--- src/hw/adc_seq_pkg.sv ---
package adc_seq_pkg;
    // ========================================================================
    // register byte offsets
    localparam logic [7:0] OFF_CTRL_ZERO   = 8'h00;
    localparam logic [7:0] OFF_RESERVED    = 8'h04;
    localparam logic [7:0] OFF_POWER_IRQ   = 8'h08;
    localparam logic [7:0] OFF_FREEZE      = 8'h0C;
    localparam logic [7:0] OFF_TIMING      = 8'h10;
    localparam logic [7:0] OFF_MODE        = 8'h14;
    localparam logic [7:0] OFF_STATUS      = 8'h18;
    localparam logic [7:0] OFF_RESULT_BASE = 8'h20;
    localparam logic [7:0] OFF_RESULT_LAST = 8'h3C;
    // ========================================================================
    // power/irq control field positions
    localparam int POS_POWER_UP  = 7;
    localparam int POS_FAST_CLR  = 6;
    localparam int POS_WAIT_STOP = 5;
    localparam int POS_IRQ_EN    = 1;
    localparam int POS_IRQ_FLAG  = 0;
    // timing control fields
    localparam int POS_TEN_BIT   = 7;
    localparam int POS_SMP_LO    = 5;
    localparam int POS_PRS_LO    = 0;
    // mode control fields
    localparam int POS_EIGHT     = 6;
    localparam int POS_SCAN      = 5;
    localparam int POS_MULTICHANNEL_ENABLE      = 4;
    // status fields
    localparam int POS_SEQ_DONE  = 7;
    localparam int POS_COUNT_LO  = 0;
    localparam int POS_CCF_LO    = 8;
    // ========================================================================
    // reset values
    localparam logic [7:0] RST_TIMING    = 8'h01;
    localparam logic [7:0] RST_ZERO      = 8'h00;
    // ========================================================================
    // conversion timing in converter clocks, then freeze and bus response codes
    localparam logic [5:0] SMP_BASE      = 6'h02;
    localparam logic [5:0] EXTRA_8BIT    = 6'h10;
    localparam logic [5:0] EXTRA_10BIT   = 6'h12;
    localparam logic [1:0] FREEZE_RUN    = 2'b00;
    localparam logic [1:0] FREEZE_FINISH = 2'b10;
    localparam logic [1:0] FREEZE_NOW    = 2'b11;
    localparam logic [1:0] AXI_OKAY      = 2'b00;
    localparam logic [1:0] AXI_SLVERR    = 2'b10;

    typedef struct packed {
        logic       power_up;
        logic       fast_clr;
        logic       wait_stop;
        logic       irq_en;
        logic [1:0] freeze;
        logic       ten_bit;
        logic [1:0] smp;
        logic [4:0] prs;
        logic       eight;
        logic       scan;
        logic       multichannel_enable;
        logic [3:0] chan;
    } cfg_s;
endpackage
--- src/hw/adc_seq_ctrl.sv ---
`timescale 1ns/1ps
// Notes on behaviour
// - eight-channel bit sets four or eight conversions
// - single mode sets done flag then halts
// - scan mode sets done, restarts forever
// - result load sets flag, read clears
// - control zero write aborts the sequence
// - reserved register reads special only, ignores writes
// - control two write aborts; irq flag unwritable
// - power down gates clock and aborts
// - fast clear selects read-clear discipline
// - wait-stop halts converter in wait mode
// - irq flag set; request only if enabled
// - control three write aborts sequence
// - freeze field selects debug response
// - timing write aborts; idle till mode write
// - resolution bit selects eight or ten bits
// - sample phase 2..16 plus 16/18 clocks
// - prescaler divides by value plus one, halved; zero acts as one
// - reset prescale gives total divide by four
// - mode write starts sequence, clears flags; a sequence end in the same cycle still sets done and irq
// - multichannel steps channels, else one channel
// - everything timed from the one system clock
// - done flag clear depends on fast clear
// - three-bit counter shows next result slot
module adc_seq_ctrl #(
    parameter int RES_W = 10
) (
    // system
    input  wire logic        CLK,
    input  wire logic        RST_N,
    input  wire logic        SPECIAL_MODE,
    input  wire logic        WAIT_MODE,
    input  wire logic        DEBUG_ACTIVE,
    // axi4-lite slave
    input  wire logic [7:0]  S_AWADDR,
    input  wire logic        S_AWVALID,
    output logic             S_AWREADY,
    input  wire logic [31:0] S_WDATA,
    input  wire logic [3:0]  S_WSTRB,
    input  wire logic        S_WVALID,
    output logic             S_WREADY,
    output logic [1:0]       S_BRESP,
    output logic             S_BVALID,
    input  wire logic        S_BREADY,
    input  wire logic [7:0]  S_ARADDR,
    input  wire logic        S_ARVALID,
    output logic             S_ARREADY,
    output logic [31:0]      S_RDATA,
    output logic [1:0]       S_RRESP,
    output logic             S_RVALID,
    input  wire logic        S_RREADY,
    // converter core
    output logic             ANALOG_POWER,
    output logic             CONV_CLK_EN,
    output logic             SAMPLE,
    output logic [2:0]       MUX_CHANNEL,
    output logic             MUX_GROUP,
    input  wire logic [RES_W-1:0] CORE_RESULT,
    // interrupt request
    output logic             SEQ_IRQ
);
    // refuse widths the result packing cannot serve
    if (RES_W != 10) begin : g_width_check
        $error("result width must be 10");
    end
    // ========================================================================
    // registers
    adc_seq_pkg::cfg_s cfg;
    logic [7:0]  ctrl_zero;
    logic        seq_done;
    logic        irq_flag;
    logic [7:0]  ccf;
    logic [7:0]  status_seen;
    logic [2:0]  count;
    logic [RES_W-1:0] result [8];
    typedef enum {ST_IDLE, ST_CONV, ST_HALT} state_e;
    state_e      state;
    logic [5:0]  phase;
    logic [4:0]  pre_cnt;
    logic        half;
    logic        atd_tick;
    // ========================================================================
    // bus handshakes: write taken when address and data both present
    logic        wr_go;
    logic        rd_go;
    logic [7:0]  wa;
    logic [7:0]  ra;
    logic        wr_ok;
    assign wa        = S_AWADDR;
    assign ra        = S_ARADDR;
    assign wr_go     = S_AWVALID && S_WVALID && !S_BVALID;
    assign rd_go     = S_ARVALID && !S_RVALID;
    assign S_AWREADY = wr_go;
    assign S_WREADY  = wr_go;
    assign S_ARREADY = rd_go;
    logic w_zero, w_pwr, w_frz, w_tim, w_mode;
    assign wr_ok  = wr_go && S_WSTRB[0];
    assign w_zero = wr_ok && wa == adc_seq_pkg::OFF_CTRL_ZERO;
    assign w_pwr  = wr_ok && wa == adc_seq_pkg::OFF_POWER_IRQ;
    assign w_frz  = wr_ok && wa == adc_seq_pkg::OFF_FREEZE;
    assign w_tim  = wr_ok && wa == adc_seq_pkg::OFF_TIMING;
    assign w_mode = wr_ok && wa == adc_seq_pkg::OFF_MODE;
    // result slot hit by read or write (fast clear counts any access)
    logic       r_res, w_res, r_stat;
    logic [2:0] r_idx, w_idx;
    assign r_res  = rd_go && ra >= adc_seq_pkg::OFF_RESULT_BASE
                    && ra <= adc_seq_pkg::OFF_RESULT_LAST;
    assign w_res  = wr_go && wa >= adc_seq_pkg::OFF_RESULT_BASE
                    && wa <= adc_seq_pkg::OFF_RESULT_LAST;
    assign r_idx  = ra[4:2];
    assign w_idx  = wa[4:2];
    assign r_stat = rd_go && ra == adc_seq_pkg::OFF_STATUS;
    // any abort: control writes or power down
    logic abort;
    assign abort = w_zero || w_pwr || w_frz || w_tim || w_mode
                   || !cfg.power_up;
    // ========================================================================
    // configuration registers; irq flag bit is never taken from the bus
    always_ff @(posedge CLK) begin
        if (!RST_N) begin
            cfg       <= '0;
            ctrl_zero <= adc_seq_pkg::RST_ZERO;
            cfg.prs   <= adc_seq_pkg::RST_TIMING[4:0];
        end else begin
            if (w_zero) ctrl_zero <= S_WDATA[7:0];
            if (w_pwr) begin
                cfg.power_up  <= S_WDATA[adc_seq_pkg::POS_POWER_UP];
                cfg.fast_clr  <= S_WDATA[adc_seq_pkg::POS_FAST_CLR];
                cfg.wait_stop <= S_WDATA[adc_seq_pkg::POS_WAIT_STOP];
                cfg.irq_en    <= S_WDATA[adc_seq_pkg::POS_IRQ_EN];
            end
            if (w_frz) cfg.freeze <= S_WDATA[7:6];
            if (w_tim) begin
                cfg.ten_bit <= S_WDATA[adc_seq_pkg::POS_TEN_BIT];
                cfg.smp     <= S_WDATA[adc_seq_pkg::POS_SMP_LO +: 2];
                cfg.prs     <= S_WDATA[adc_seq_pkg::POS_PRS_LO +: 5];
            end
            if (w_mode) begin
                cfg.eight <= S_WDATA[adc_seq_pkg::POS_EIGHT];
                cfg.scan  <= S_WDATA[adc_seq_pkg::POS_SCAN];
                cfg.multichannel_enable  <= S_WDATA[adc_seq_pkg::POS_MULTICHANNEL_ENABLE];
                cfg.chan  <= S_WDATA[3:0];
            end
        end
    end
    // ========================================================================
    // stall conditions: wait mode and debug freeze
    logic stall;
    logic frz_now;
    assign frz_now = DEBUG_ACTIVE && cfg.freeze == adc_seq_pkg::FREEZE_NOW;
    assign stall   = (WAIT_MODE && cfg.wait_stop) || frz_now;
    // ========================================================================
    // prescaler: count prs+1 system clocks per half period, so the
    // converter clock is symmetric; zero code behaves as one
    logic [4:0] prs_eff;
    assign prs_eff = (cfg.prs == 5'h00) ? 5'h01 : cfg.prs;
    always_ff @(posedge CLK) begin
        if (!RST_N) begin
            pre_cnt <= '0;
            half    <= 1'b0;
        end else if (!cfg.power_up || stall) begin
            pre_cnt <= '0;
            half    <= 1'b0;
        end else if (pre_cnt == prs_eff) begin
            pre_cnt <= '0;
            half    <= !half;
        end else begin
            pre_cnt <= pre_cnt + 5'h01;
        end
    end
    // one converter clock per full period of the halved signal
    assign atd_tick = cfg.power_up && !stall && half && pre_cnt == prs_eff;
    // ========================================================================
    // conversion length: sample phase plus resolution-dependent tail
    logic [5:0] conv_len;
    always_comb begin
        conv_len = (adc_seq_pkg::SMP_BASE << cfg.smp)
                   + (cfg.ten_bit ? adc_seq_pkg::EXTRA_10BIT
                                  : adc_seq_pkg::EXTRA_8BIT);
    end
    logic [2:0] last_slot;
    assign last_slot = cfg.eight ? 3'h7 : 3'h3;
    logic conv_end;
    assign conv_end = state == ST_CONV && atd_tick && phase == conv_len - 6'h01;
    // finishing freeze holds at a conversion boundary
    logic frz_end;
    assign frz_end = DEBUG_ACTIVE && cfg.freeze == adc_seq_pkg::FREEZE_FINISH;
    // ========================================================================
    // sequencer
    always_ff @(posedge CLK) begin
        if (!RST_N) begin
            state <= ST_IDLE;
            phase <= '0;
            count <= '0;
        end else if (w_mode && cfg.power_up) begin
            state <= ST_CONV;
            phase <= '0;
            count <= '0;
        end else if (abort) begin
            state <= ST_IDLE;
            phase <= '0;
            count <= '0;
        end else if (state == ST_CONV && frz_end && phase == 6'h00) begin
            phase <= '0;
        end else if (conv_end) begin
            phase <= '0;
            count <= (count == last_slot) ? 3'h0 : count + 3'h1;
            if (count == last_slot && !cfg.scan)
                state <= ST_HALT;
        end else if (state == ST_CONV && atd_tick) begin
            phase <= phase + 6'h01;
        end
    end
    // ========================================================================
    // result capture and per-slot complete flags; set beats clear
    logic [7:0] clr_ccf;
    always_comb begin
        clr_ccf = '0;
        if (cfg.fast_clr) begin
            if (r_res) clr_ccf[r_idx] = 1'b1;
            if (w_res) clr_ccf[w_idx] = 1'b1;
        end else if (r_res && status_seen[r_idx]) begin
            clr_ccf[r_idx] = 1'b1;
        end
    end
    always_ff @(posedge CLK) begin
        if (!RST_N) begin
            ccf         <= '0;
            status_seen <= '0;
        end else if (w_mode) begin
            ccf         <= '0;
            status_seen <= '0;
        end else begin
            for (int i = 0; i < 8; i++) begin
                if (conv_end && count == 3'(i)) begin
                    ccf[i]         <= 1'b1;
                    status_seen[i] <= 1'b0;
                end else begin
                    if (clr_ccf[i]) ccf[i] <= 1'b0;
                    if (clr_ccf[i]) status_seen[i] <= 1'b0;
                    else if (r_stat && ccf[i]) status_seen[i] <= 1'b1;
                end
            end
        end
    end
    always_ff @(posedge CLK) begin
        if (!RST_N) begin
            for (int i = 0; i < 8; i++) result[i] <= '0;
        end else if (conv_end) begin
            result[count] <= cfg.ten_bit ? CORE_RESULT
                             : {CORE_RESULT[RES_W-1:2], 2'b00};
        end
    end
    // ========================================================================
    // sequence complete and interrupt flag
    logic seq_last;
    assign seq_last = conv_end && count == last_slot;
    always_ff @(posedge CLK) begin
        if (!RST_N) begin
            seq_done <= 1'b0;
            irq_flag <= 1'b0;
        end else if (seq_last) begin
            seq_done <= 1'b1;
            irq_flag <= 1'b1;
        end else if (w_mode && !cfg.fast_clr) begin
            seq_done <= 1'b0;
            irq_flag <= 1'b0;
        end else if (w_mode
                     || (cfg.fast_clr && r_res && r_idx == 3'h0)) begin
            seq_done <= 1'b0;
            irq_flag <= 1'b0;
        end
    end
    assign SEQ_IRQ = irq_flag && cfg.irq_en;
    // ========================================================================
    // converter core drive
    always_ff @(posedge CLK) begin
        if (!RST_N) begin
            MUX_CHANNEL <= '0;
            MUX_GROUP   <= 1'b0;
            SAMPLE      <= 1'b0;
        end else begin
            MUX_CHANNEL <= cfg.multichannel_enable ? (cfg.eight ? count
                                      : {cfg.chan[2], count[1:0]})
                                    : cfg.chan[2:0];
            MUX_GROUP   <= cfg.chan[3];
            SAMPLE      <= state == ST_CONV
                           && phase < (adc_seq_pkg::SMP_BASE << cfg.smp);
        end
    end
    assign ANALOG_POWER = cfg.power_up;
    assign CONV_CLK_EN  = atd_tick;
    // ========================================================================
    // write response
    always_ff @(posedge CLK) begin
        if (!RST_N) begin
            S_BVALID <= 1'b0;
            S_BRESP  <= adc_seq_pkg::AXI_OKAY;
        end else if (wr_go) begin
            S_BVALID <= 1'b1;
            S_BRESP  <= (wa[7:6] == 2'b00) ? adc_seq_pkg::AXI_OKAY
                                           : adc_seq_pkg::AXI_SLVERR;
        end else if (S_BREADY) begin
            S_BVALID <= 1'b0;
        end
    end
    // ========================================================================
    // read data; reserved register only visible in special mode
    always_ff @(posedge CLK) begin
        if (!RST_N) begin
            S_RVALID <= 1'b0;
            S_RDATA  <= '0;
            S_RRESP  <= adc_seq_pkg::AXI_OKAY;
        end else if (rd_go) begin
            S_RVALID <= 1'b1;
            S_RRESP  <= adc_seq_pkg::AXI_OKAY;
            S_RDATA  <= '0;
            if (ra == adc_seq_pkg::OFF_CTRL_ZERO)
                S_RDATA[7:0] <= ctrl_zero;
            else if (ra == adc_seq_pkg::OFF_RESERVED)
                S_RDATA[7:0] <= 8'h00;
            else if (ra == adc_seq_pkg::OFF_POWER_IRQ)
                S_RDATA[7:0] <= {cfg.power_up, cfg.fast_clr, cfg.wait_stop,
                                 3'b000, cfg.irq_en, irq_flag};
            else if (ra == adc_seq_pkg::OFF_FREEZE)
                S_RDATA[7:0] <= {cfg.freeze, 6'h00};
            else if (ra == adc_seq_pkg::OFF_TIMING)
                S_RDATA[7:0] <= {cfg.ten_bit, cfg.smp, cfg.prs};
            else if (ra == adc_seq_pkg::OFF_MODE)
                S_RDATA[7:0] <= {1'b0, cfg.eight, cfg.scan, cfg.multichannel_enable,
                                 cfg.chan};
            else if (ra == adc_seq_pkg::OFF_STATUS)
                S_RDATA[15:0] <= {ccf, seq_done, 4'h0, count};
            else if (r_res)
                S_RDATA[RES_W-1:0] <= result[r_idx];
            else if (ra[7:6] != 2'b00 || ra == 8'h1C)
                S_RRESP <= adc_seq_pkg::AXI_SLVERR;
            if (ra == adc_seq_pkg::OFF_RESERVED && !SPECIAL_MODE)
                S_RRESP <= adc_seq_pkg::AXI_SLVERR;
        end else if (S_RREADY) begin
            S_RVALID <= 1'b0;
        end
    end
    // ========================================================================
    // checks
    sequence_done_a: assert property (@(posedge CLK) disable iff (!RST_N)
        seq_last |=> seq_done && irq_flag)
        else $error("sequence end did not set flags");
    irq_gate_a: assert property (@(posedge CLK) disable iff (!RST_N)
        SEQ_IRQ |-> cfg.irq_en && irq_flag)
        else $error("interrupt raised while disabled");
    single_halt_a: assert property (@(posedge CLK) disable iff (!RST_N)
        seq_last && !cfg.scan && !w_mode && !abort |=> state == ST_HALT)
        else $error("single sequence did not halt");
    scan_restart_a: assert property (@(posedge CLK) disable iff (!RST_N)
        seq_last && cfg.scan && !abort |=> state == ST_CONV && count == 0)
        else $error("scan did not restart");
    abort_idle_a: assert property (@(posedge CLK) disable iff (!RST_N)
        abort && !(w_mode && cfg.power_up) |=> state == ST_IDLE && count == 0)
        else $error("abort left sequencer running");
    ccf_set_a: assert property (@(posedge CLK) disable iff (!RST_N)
        conv_end && !w_mode |=> ccf[$past(count)])
        else $error("complete flag not set on load");
    power_gate_a: assert property (@(posedge CLK) disable iff (!RST_N)
        !cfg.power_up |-> !CONV_CLK_EN ##1 state == ST_IDLE)
        else $error("converter ran while powered down");
    irq_write_a: assert property (@(posedge CLK) disable iff (!RST_N)
        w_pwr && !seq_last && !r_res |=> $stable(irq_flag))
        else $error("bus write changed the interrupt flag");
    mode_clear_a: assert property (@(posedge CLK) disable iff (!RST_N)
        w_mode && !seq_last |=> ccf == 8'h00 && !seq_done)
        else $error("start did not clear flags");
    tick_space_a: assert property (@(posedge CLK) disable iff (!RST_N)
        atd_tick && !stall && $stable(cfg.prs) |=> !atd_tick [*3])
        else $error("converter clock too fast");
endmodule // adc_seq_ctrl

--- config.mk ---
export PLATFORM = sky130hd
export DESIGN_NAME = adc_seq_ctrl
export DESIGN_NICKNAME = d
export VERILOG_FILES = /design/src/hw/adc_seq_pkg.sv /design/src/hw/adc_seq_ctrl.sv
export SDC_FILE = /design/constraint.sdc
export NUM_CORES = 1
export LEC_CHECK = 0
export ABC_AREA = 1
export ABC_CLOCK_PERIOD_IN_PS = 2900
export BUFFER_PORTS_ARGS = -buffer_cell sky130_fd_sc_hd__buf_2
export CORE_MARGIN = 4
export CORE_UTILIZATION = 45
export CTS_BUF_LIST = sky130_fd_sc_hd__clkbuf_8 sky130_fd_sc_hd__clkbuf_16
export CTS_CLUSTER_DIAMETER = 150
export DETAILED_ROUTE_END_ITERATION = 16
export PLACE_DENSITY = 0.67
export SLEW_MARGIN = 20
export SYNTH_ARGS = -nofsm -noshare
export SYNTH_HDL_FRONTEND = slang
export SYNTH_SLANG_ARGS = --single-unit
--- constraint.sdc ---
create_clock -name CLK -period 2.9 [get_ports CLK]
set_input_delay 0.435 -clock CLK [delete_from_list [all_inputs] [get_ports CLK]]
set_output_delay 0.435 -clock CLK [all_outputs]
set_load 0.02 [all_outputs]
# Word-level counts from Yosys, hierarchy flattened
# Memory sizes are Yosys's and may differ from the RTL's.
# Index checks and enable logic that the tools add are counted.
# word_totals
word_cells	274
reg_bits	90
inputBits	72
memories	1
mem_bits_rw	80
# classes
magnitude_cmp	9
shifts	1
n_eq_ne	25
addsub	5
reduce_logical	107
muxes	79
bitwise	3
# memory_table
name	depth	word_bits	read_ports	rd_clocked_by_memory_dff	wr	line_no	rtl
result	8	10	1	0	8	adc_seq_ctrl.sv:76	logic [RES_W-1:0] result [8];
# op_table
cell	count
$mux W8	17
$logic_and A1 B1 Y1	52
$eq A8 B5 Y1 const B	6
$mux W1	36
$eq A8 B4 Y1 const B	4
$reduce_or A4 Y1	8
$mux W10	3
$mux W2	13
$reduce_bool A2 Y1	11
$ge A8 B6 Y1 const B	2
$le A8 B6 Y1 const B	2
$logic_not A8 Y1	2
$mux W3	5
$eq A3 B3 Y1 const B	4
$reduce_or A10 Y1	1
$logic_or A1 B1 Y1	9
$reduce_bool A3 Y1	3
$eq A8 B3 Y1 const B	1
$logic_not A1 Y1	8
$lt A3 B4 Y1 const B	2
$or A8 B8 Y8	1
$add A6 B1 Y6 const B	1
$add A6 B5 Y6	1
$demux W1 S3	2
26 further kinds	35

# Depth between registers and ports, before layout
# Gate-level depths: netlist (run 1).
# depth
depth_word	14
mapped_depth	18

# Worst setup path before layout (run 1)
# Ideal clock, no wire load.
# synth_timing
path_type	register to register
startpoint	reg cfg[13] (netlist name)
endpoint	mem result[5][0] (enable)
required_ns	2.560
slack_ns	0.079
setup_time_ns	0.340
arrival_ns	2.481
period_less_slack_ns	2.821
path_stages_with_launch	18
path_cell_list	dfxtp_1 > inv_1 > nand2_1 > and2_1 > fa_1 > inv_1 > nand2_1 > nand3_1 > nor2_1 > nand2_1 > nor2_1 > nand2_1 > nor2_8 > nand2_4 > nor2_8 > nand2_2 > buf_6 > nand2_1
# synth_rtl
item	line_no	rtl
from (decl)	adc_seq_ctrl.sv:69	adc_seq_pkg::cfg_s cfg;
to (decl)	adc_seq_ctrl.sv:76	

==> impl_metrics.yaml, run 1 <==
status:
  status: "complete, no violations"
grt:
  grt_pass1_vias: 6974
  grt_max_degree: 31
  grt_pass1_wl_mm: 35.9
  grt_use_total_pct: 20.7
  antenna_found_initial: 0
  overflow: 0
drt:
  via_count: 7686
  wirelength_mm: 23.1
  drt_iter0_drc: 713
  routedWlPerCell_um: 15.2
  first_pass_iters: 5
  ant_nets: 0
  drc: 0
  via_per_inst: 5.06
finish:
  multi_input_area_sq_um: 3800
  fillers: 1859
  final_nets: 1333
  n_antenna_cell: 0
  ff_latch_area_sq_um: 4170
  drive_gt1_share_pct: 15.3
  areaGrowthSynthToFinish_pct: 16.2
  postLayoutCellArea_sq_um: 10300
  utilization_pct: 53.0
synth:
  yosysSeqAreaShare_pct: 47.1
  synthSimpleGateAreaFrac_pct: 28.4
  netlist_area_sq_um: 8840
  synth_compound_area_share_pct: 9.64
  ys_async_sr_fraction_pct: 0
  synth_edf_count: 80
  ys_ff_latch: 168
  synth_common_cells: "237 x nand2_1, 223 x nor2_1, 138 x inv_1"
  synth_top_area_cell: "edfxtp_1"
  synth-main-ff-cell: "dfxtp_1"
  synthDistinctLibCells: 50
  yosysMostFrequentCell: "nand2_1"
  syn_inst: 1155
  synthAdderAreaFrac_pct: 2.92
  syn_area_per_cell_sq_um: 7.65
  synth_top_family_by_area: "simple AND/OR/NAND/NOR gates"
  yosysWarnings: 0
  synthXorXnorAreaFrac_pct: 0.793
  muxShareOfSynthArea_pct: 0.226
  synth.area.top_cells: "edfxtp_1 27%, dfxtp_1 20%, nand2_1 10%"
  synth_top_area_share_pct: 27.2
pwr:
  power.density_nw_per_um2: 530
  ir_drop_mv: 0.353
  p_leak_nw: 4.54
placement:
  dpl_cell_area_sq_um: 9610
  portBuffers: 75
  place_congestion: 0.915
  hpwl_mm: 17.1
sta:
  hold_viol: 0
  fmax_ghz: 0.372
  clock_skew_ps: 8.24
  slew_viol_final: 0
  worst_pin_slew_ps: 606
  relSlewSlack_pct: 59.5
  tns_ps: 0
  min_period_ps: 2680
  setup_viol: 0
  fin_crit_sh_pct: 92.6
floorplanning:
  die_y_um: 148
  die_w_um: 148
  core_area_sq_um: 19400
  die_area_sq_um: 22000
  num_io_pins: 121
  initial_core_util_pct: 45.6
  rows: 51
clock_network:
  insertion_delay_ps: 430
  postCtsSetupBuffers: 0
  cts_tree: "yes"
  clkTransAtPathRegs_ps: 70
  clkSinkCount: 168
  cts_root_buf: "clkbuf_16"
  postCtsHoldBufs: 0
  cts_made_buffers: 17
  clockBufferDepth: 2
  htreeDepth: 4
  cts_resized: 0
setup_path:
  cpMostUsedCell: "nand2_1"
  path_max_fanout: 10
  cp.arrival_ps: 2830
  ff2ff_path_depth: 17
  cp_top_family: "simple AND/OR/NAND/NOR gates"
  critPathBufInv: 3
  cp.depth: 17
  crit_type: "flop to flop"
  cp_slowest_cell: "fa_1"
  worstPathRequired_ps: 3040
  worst_setup_path_start_kind: "flop"
  max_stage_delay_ps: 510
  end_kind: "flop"
  path_cells: "inv_1 -> nand2_1 -> and2_1 -> fa_1 -> inv_1 -> nand2_1 -> nand3_1 -> nor2_1 -> nand2_1 -> nor2_1 -> nand2_2 -> nor2_8 -> nand2_8 -> nor2_8 -> nand2_2 -> nand2_1 -> buf_12"
flow_run:
  maxCapViolations: 0
worst_hold_path:
  hold_depth: 4
  hold_path.class: "input pin to flop"
## placed cells by master, fill, tap and decap left out, types with 30 or more instances in the layout
| cell | count |
|---|---|
| edfxtp_1 | 80 |
| nand3_1 | 59 |
| dfxtp_1 | 87 |
| inv_1 | 139 |
| buf_2 | 75 |
| buf_4 | 30 |
| a21oi_1 | 76 |
| nand2_1 | 232 |
| nor2_1 | 223 |
| o21ai_0 | 42 |
## sequential cells by signal (all words and copies together), names as in the netlist, 2 cells and up
name / flops
MUX_CHANNEL: 3
S_RDATA: 16
ccf: 8
cfg: 20
count: 3
ctrl_zero: 8
phase: 6
pre_cnt: 5
result: 80
state: 2
status_seen: 8
## layer usage
| layer | up-vias | share of wire (%) | track usage [%] |
|---|---|---|---|
| met3 | 32 | 8.2 | 3.87 |
| met5 | - | 0 | 0 |
| li1 | 3849 | - | - |
| met4 | 0 | 2.1 | 5.87 |
| met2 | 277 | 45 | 32.8 |
| met1 | 3528 | 45 | 29.2 |
## power by group
group	internal (mW)	switching, mW	total (mW)
Sequential	2.55	0.0259	2.57
Clock	1.47	0.986	2.45
Combinational	0.133	0.289	0.422
## final timing paths
kind / from / slack (ps) / endpoint
setup / recovery: cfg[13] / 220 / result[2][7]
hold / removal: S_BREADY / 290 / S_BVALID
setup reg to reg: cfg[13] / 220 / result[2][7]
hold reg to reg: half / 450 / half
## cell type report
cell class                      instances  share of cell area, %
Timing Repair Buffer                  113                   7.40
Clock inverter                         15                   2.07
Inverter                              153                   5.59
Sequential cell                       168                   40.5
Clock buffer                           17                   4.14
Multi-Input combinational cell        788                   37.0
Tap cell                              265                   3.23
## stage by stage
stage,worst slack [ps],std cells,total power [mW],hold WS [ps]
6_report,215,1519,5.45,289
5_1_grt,-3.90,1519,5.62,297
4_1_cts,124,1519,5.47,276
3_5_place_dp,143,1487,3.04,439
3_3_place_gp,127,1487,3.03,432
2_1_floorplan,79.2,1172,2.89,421
## worst reg2reg max path, cell delays in order (launching register included)
cell     delay (ps)
dfxtp_2         350
inv_1            90
nand2_1          70
and2_1          160
fa_1            510
inv_1            50
nand2_1          50
nand3_1          70
nor2_1           90
nand2_1          60
nor2_1          120
nand2_2         100
nor2_8          120
nand2_8          90
nor2_8          170
nand2_2          70
nand2_1         100
buf_12          140
## kinds of logic after synthesis
group / after synthesis
AOI/OAI and AO/OA: 154
buffers and inverters: 216
DFF: 168
xor gates and xnor gates: 8
other: 1
adders and majority gates: 20
and+or+nand+nor: 586
muxes: 2
Note: power is estimated with default switching activity, not from simulation.
==> inputs of run 2 (changes only) <==
- PLACE_DENSITY: 0.67 -> 0.66
==> run 2 against run 1 <==
Compared with the run above:
- hold slack got worse by 18 ps
- clock power fell by 7%
- critical path depth fell by 1
- critical endpoint is now result[6][6]
- largest power group unchanged
- highest routed layer unchanged
==> impl_metrics.yaml, run 2 (synthesized netlist as in run 1, its figures left out) <==
status:
  status: "complete, no violations"
sta:
  relSlewSlack_pct: 30.9
  setup_viol: 0
  clock_skew_ps: 9.81
  fin_crit_sh_pct: 92.4
  fin_ws_ps: 222
  worst_pin_slew_ps: 1040
  tns_ps: 0
  slew_viol_final: 0
  fmax_ghz: 0.373
  rsz0062_at_grt: "false"
  hold_viol: 0
  min_period_ps: 2680
pwr:
  ir_drop_mv: 0.327
  p_leak_nw: 4.52
  power.density_nw_per_um2: 517
setup_path:
  crit_type: "flop to flop"
  regToRegSetupSlack_ps: 220
  cpMostUsedCell: "nand2_1"
  path_cells: "nand2_1 -> and2_1 -> fa_1 -> inv_1 -> nand2_1 -> nand3_1 -> nor2_1 -> nand2_1 -> nor2_1 -> nand2_2 -> nor2_8 -> nand2_4 -> nor2_8 -> nand2_2 -> nand2_1 -> buf_12"
  max_stage_delay_ps: 520
  cp_slowest_cell: "fa_1"
  path_max_fanout: 9
  cp.arrival_ps: 2830
  end_kind: "flop"
  worst_setup_path_start_kind: "flop"
  worstPathRequired_ps: 3050
grt:
  grt_max_degree: 42
  grt_pass1_vias: 7020
  grt_use_total_pct: 21.1
  grt_pass1_wl_mm: 36.2
  antenna_found_initial: 0
  overflow: 0
floorplanning:
  initial_core_util_pct: 45.6
  die_area_sq_um: 22000
  rows: 51
  num_io_pins: 121
  die_y_um: 148
  die_w_um: 148
  core_area_sq_um: 19400
clock_network:
  cts_made_buffers: 17
  htreeDepth: 4
  postCtsHoldBufs: 0
  clkSinkCount: 168
  cts_tree: "yes"
  clockBufferDepth: 2
  postCtsSetupBuffers: 0
  cts_root_buf: "clkbuf_16"
  clkTransAtPathRegs_ps: 70
  cts_resized: 0
  insertion_delay_ps: 440
drt:
  wirelength_mm: 23.2
  routedWlPerCell_um: 15.3
  via_per_inst: 5.02
  ant_nets: 0
  first_pass_iters: 6
  drc: 0
  drt_iter0_drc: 669
  via_count: 7628
finish:
  layout_commonest_cell: "nand2_1"
  layoutNonFillerInstCount: 1519
  reg_top3: "result x80, cfg x20, S_RDATA x16"
  largest-register: "result"
  largest_reg_flops: 80
  areaGrowthSynthToFinish_pct: 15.5
  drive_gt1_share_pct: 15.3
  final_nets: 1333
  most-common-layout-cells: "234 x nand2_1, 223 x nor2_1, 137 x inv_1"
  n_antenna_cell: 0
  fillers: 1880
worst_hold_path:
  hold_path.class: "input pin to flop"
placement:
  portBuffers: 75
  pre_cts_ws_ps: 116
  place_congestion: 0.895
  hpwl_mm: 17.3
  dp.cells: 1487
flow_run:
  maxCapViolations: 0
-- run 2: cell count changes in the layout (fill, tap and decap cells not counted) --
cell,before,now
bufinv_16,4,2
clkinvlp_4,0,2
inv_2,15,16
nand2_8,1,0
inv_6,6,4
inv_1,139,137
clkinv_2,0,2
nand2_2,15,13
nand2_4,0,1
clkinv_4,1,2
nand2_1,232,234
-- run 2: where the power goes --
part           leakage [nW]  switching, mW  total (mW)  internal (mW)
clock network         0.284          0.997        2.28           1.29
registers              1.47         0.0233        2.57           2.55
logic                  2.76          0.293       0.425          0.132
-- run 2: worst paths after layout --
path / start / end / depth (start not counted)
min: S_WDATA[3] / ctrl_zero[3] / 3
max: cfg[12] / result[6][6] / 16
min reg2reg: half / half / 1
max reg2reg: cfg[12] / result[6][6] / 16
-- run 2: cell type report --
class                      count  area (sq um)  area share [%]
clock inverter                15           165            1.62
multi-input combinational    788          3790            37.1
timing repair buffer         113           761            7.45
tap                          265           332            3.25
inverter                     153           574            5.62
clock buffer                  17           425            4.17
sequential                   168          4170            40.8
-- run 2: worst max-delay path, delay by kind of cell, from the launching register on --
family / cells / cell delay (ps)
DFF: 1 / 400
and+or+nand+nor: 13 / 1290
buffers and inverters: 2 / 200
adders and majority gates: 1 / 520
-- run 2: stage by stage --
stage	instance area, sq um	utilization [%]	hold WS, ps	total power [mW]
6_report	10200	52.6	271	5.28
5_1_grt	10200	52.6	279	5.45
4_1_cts	10200	52.6	259	5.31
3_5_place_dp	9610	49.6	437	3.04
3_3_place_gp	9610	49.6	433	3.03
2_1_floorplan	8900	-	421	2.89
-- run 2: layer usage --
layer	routed length (um)	up-vias	part of all wire [%]	GRT usage, %
li1	-	3858	-	-
met5	0	-	0	0
met1	10300	3458	44	29.0
met4	620	0	2.7	7.39
met3	1870	36	8.1	4.63
met2	10400	276	45	33.1
==> inputs of run 3 (changes only) <==
- ABC_AREA: 1 -> default
- PLACE_DENSITY: 0.66 -> 0.67
==> run 3 against run 2 <==
Compared with the run above:
- clock skew rose by 1.0 ps
- synthesized area down 4.5%
- via count is 13% lower
- cell area shrank 3.4%
- sequential cell count unchanged
- total power fell by 4.4%
- first-iteration DRC count decreased by 2.5%
- fmax decreased by 6.6%
==> impl_metrics.yaml, run 3 <==
pwr:
  comb_power_share_pct: 8.0
  p_seq_share_pct: 50.9
  p_sw_share_pct: 24.7
  internal_power_mw: 3.79
  switching_power_mw: 1.25
  power.density_nw_per_um2: 511
  clock_power_share_pct: 41.1
  ir_drop_mv: 0.401
  p_leak_nw: 3.71
finish:
  reg_top3: "result x80, cfg x20, S_RDATA x16"
  drive_gt1_share_pct: 23.2
  largest_reg_flops: 80
  areaGrowthSynthToFinish_pct: 16.9
  n_antenna_cell: 0
  most-common-layout-cells: "88 x nor3_1, 86 x dfxtp_1, 80 x edfxtp_1"
  layoutNonFillerInstCount: 1138
  fillers: 1639
  utilization_pct: 54.2
  final_nets: 988
  largest-register: "result"
  layout_commonest_cell: "nor3_1"
grt:
  overflow: 0
  grt_pass1_vias: 6502
  grt_max_degree: 81
  grt_use_total_pct: 22.3
  grt_pass1_wl_mm: 36.8
  antenna_found_initial: 0
sta:
  relSlewSlack_pct: 39.1
  min_period_ps: 2870
  setup_viol: 0
  worst_pin_slew_ps: 910
  fin_crit_sh_pct: 98.9
  fmax_ghz: 0.349
  fin_ws_ps: 32.5
  clock_skew_ps: 10.8
  slew_viol_final: 0
  hold_viol: 0
  rsz0062_at_grt: "true"
synth:
  synthAdderAreaFrac_pct: 3.05
  ys_async_sr_fraction_pct: 0
  yosysSeqAreaShare_pct: 49.3
  synth_top_area_cell: "edfxtp_1"
  synth_top_area_share_pct: 28.5
  muxShareOfSynthArea_pct: 10.8
  netlist_area_sq_um: 8440
  syn_area_per_cell_sq_um: 10.5
  synth_edf_count: 80
  ys_ff_latch: 168
  synthDistinctLibCells: 77
  yosysWarnings: 0
  syn_inst: 804
  synthXorXnorAreaFrac_pct: 1.88
  synth_compound_area_share_pct: 10.9
  synth.area.top_cells: "edfxtp_1 28%, dfxtp_1 21%, mux4_2 5.9%"
  synth_common_cells: "88 x dfxtp_1, 88 x nor3_1, 80 x edfxtp_1"
  synthSimpleGateAreaFrac_pct: 18.5
  synth-main-ff-cell: "dfxtp_1"
  synth_top_family_by_area: "simple AND/OR/NAND/NOR gates"
floorplanning:
  core_area_sq_um: 18200
  rows: 49
  initial_core_util_pct: 46.4
  die_w_um: 145
  die_y_um: 145
  num_io_pins: 121
  die_area_sq_um: 21000
placement:
  hpwl_mm: 16.5
  pre_cts_ws_ps: 12.3
  place_congestion: 0.904
  dp.cells: 1104
  portBuffers: 75
clock_network:
  clkSinkCount: 168
  clockBufferDepth: 2
  cts_made_buffers: 17
  cts_root_buf: "clkbuf_16"
  htreeDepth: 4
  postCtsHoldBufs: 0
  cts_tree: "yes"
  insertion_delay_ps: 430
  clkTransAtPathRegs_ps: 60
setup_path:
  regToRegSetupSlack_ps: 30
  end_kind: "flop"
  cp.arrival_ps: 3010
  r2r_end: "result[1][7]"
  r2r_start: "cfg[13]"
  path_max_fanout: 10
  worst_setup_path_start_kind: "flop"
  worstPathRequired_ps: 3040
  crit_type: "flop to flop"
  ff2ff_path_depth: 10
drt:
  via_per_inst: 5.84
  drc: 0
  first_pass_iters: 5
  ant_nets: 0
  routedWlPerCell_um: 20.8
  via_count: 6642
  wirelength_mm: 23.6
  drt_iter0_drc: 652
worst_hold_path:
  hold_path_end: "S_BVALID"
  hold_depth: 3
  hold_path.class: "input pin to flop"
  hold_start: "S_BREADY"
flow_run:
  maxCapViolations: 0
status:
  status: "complete, no violations"
## run 3: cell count changes after synthesis, sizes merged, moves of 22 or more
cell   delta
a21oi    -47
inv     -131
mux2i    +40
mux4     +22
nand2   -176
nand3    -50
nand4    -23
nor2    -172
nor3     +84
## run 3: cells by family (layout without fill, tap and decap cells)
family / count (synthesis) / in the layout
AND/OR/NAND/NOR: 306 / 306
adder cells (fa/ha/maj): 20 / 20
multiplexers: 64 / 64
other: 1 / 18
AO/OA/AOI/OAI: 134 / 134
flip-flops: 168 / 168
buffers and inverters: 96 / 184
XOR/XNOR: 15 / 15
## run 3: stage by stage
step	total power [mW]	hold WS (ps)	instance area (sq um)	TNS (ps)
2_1_floorplan	2.87	424	8570	0
6_report	5.04	272	9870	0
3_3_place_gp	3.01	435	9290	-170
4_1_cts	5.06	265	9830	0
3_5_place_dp	3.02	444	9290	0
5_1_grt	5.20	282	9870	-3490
## run 3: worst max path at each step
stage | start | end | depth (start not counted)
after CTS | cfg[12] | result[1][7] | 10
after global placement | cfg[12] | result[0][5] | 10
after floorplan | cfg[13] | result[2][0] | 9
final | cfg[13] | result[1][7] | 10
after global routing | cfg[13] | result[1][7] | 10
after detailed placement | cfg[13] | result[0][0] | 10
## run 3: cell type report
type	instances	area, sq um	area share (%)
clock buffers	17	425	4.31
repair buffers	130	850	8.61
well taps	229	287	2.90
inverters	22	82.6	0.837
flip-flops and latches	168	4170	42.3
multi-input cells	557	3950	40.0
clock inverters	15	104	1.05
## run 3: layer usage
metal	vias up	routed length [um]	track usage, %
met4	0	701	8.27
met1	3190	10500	30.7
li1	3116	-	-
met2	292	10900	35.3
met3	44	1570	4.40
met5	-	0	0
## run 3: repair_timing
item | 4_1_cts | 5_1_grt
endpoints found under the setup margin | 40 | 80
gates cloned | 0 | 0
pin swaps | 0 | 1
setup buffers | 0 | 2
resized for setup | 3 | 6
## run 3: critical path, cell delays in order, from the launching register on
cell,delay [ps]
dfxtp_4,380
nor2b_4,160
nor2_2,50
fa_1,500
xnor2_1,120
nand4_1,140
or2_1,260
or4b_4,490
buf_6,160
o21ai_4,150
buf_12,170
## run 3: power groups by stage
stage,logic [mW],clock network (mW),registers (mW)
after floorplan,0.240,0,2.63
after global placement,0.394,0,2.62
after detailed placement,0.397,0,2.62
after CTS,0.400,2.09,2.57
after global routing,0.430,2.20,2.57
final,0.402,2.07,2.57
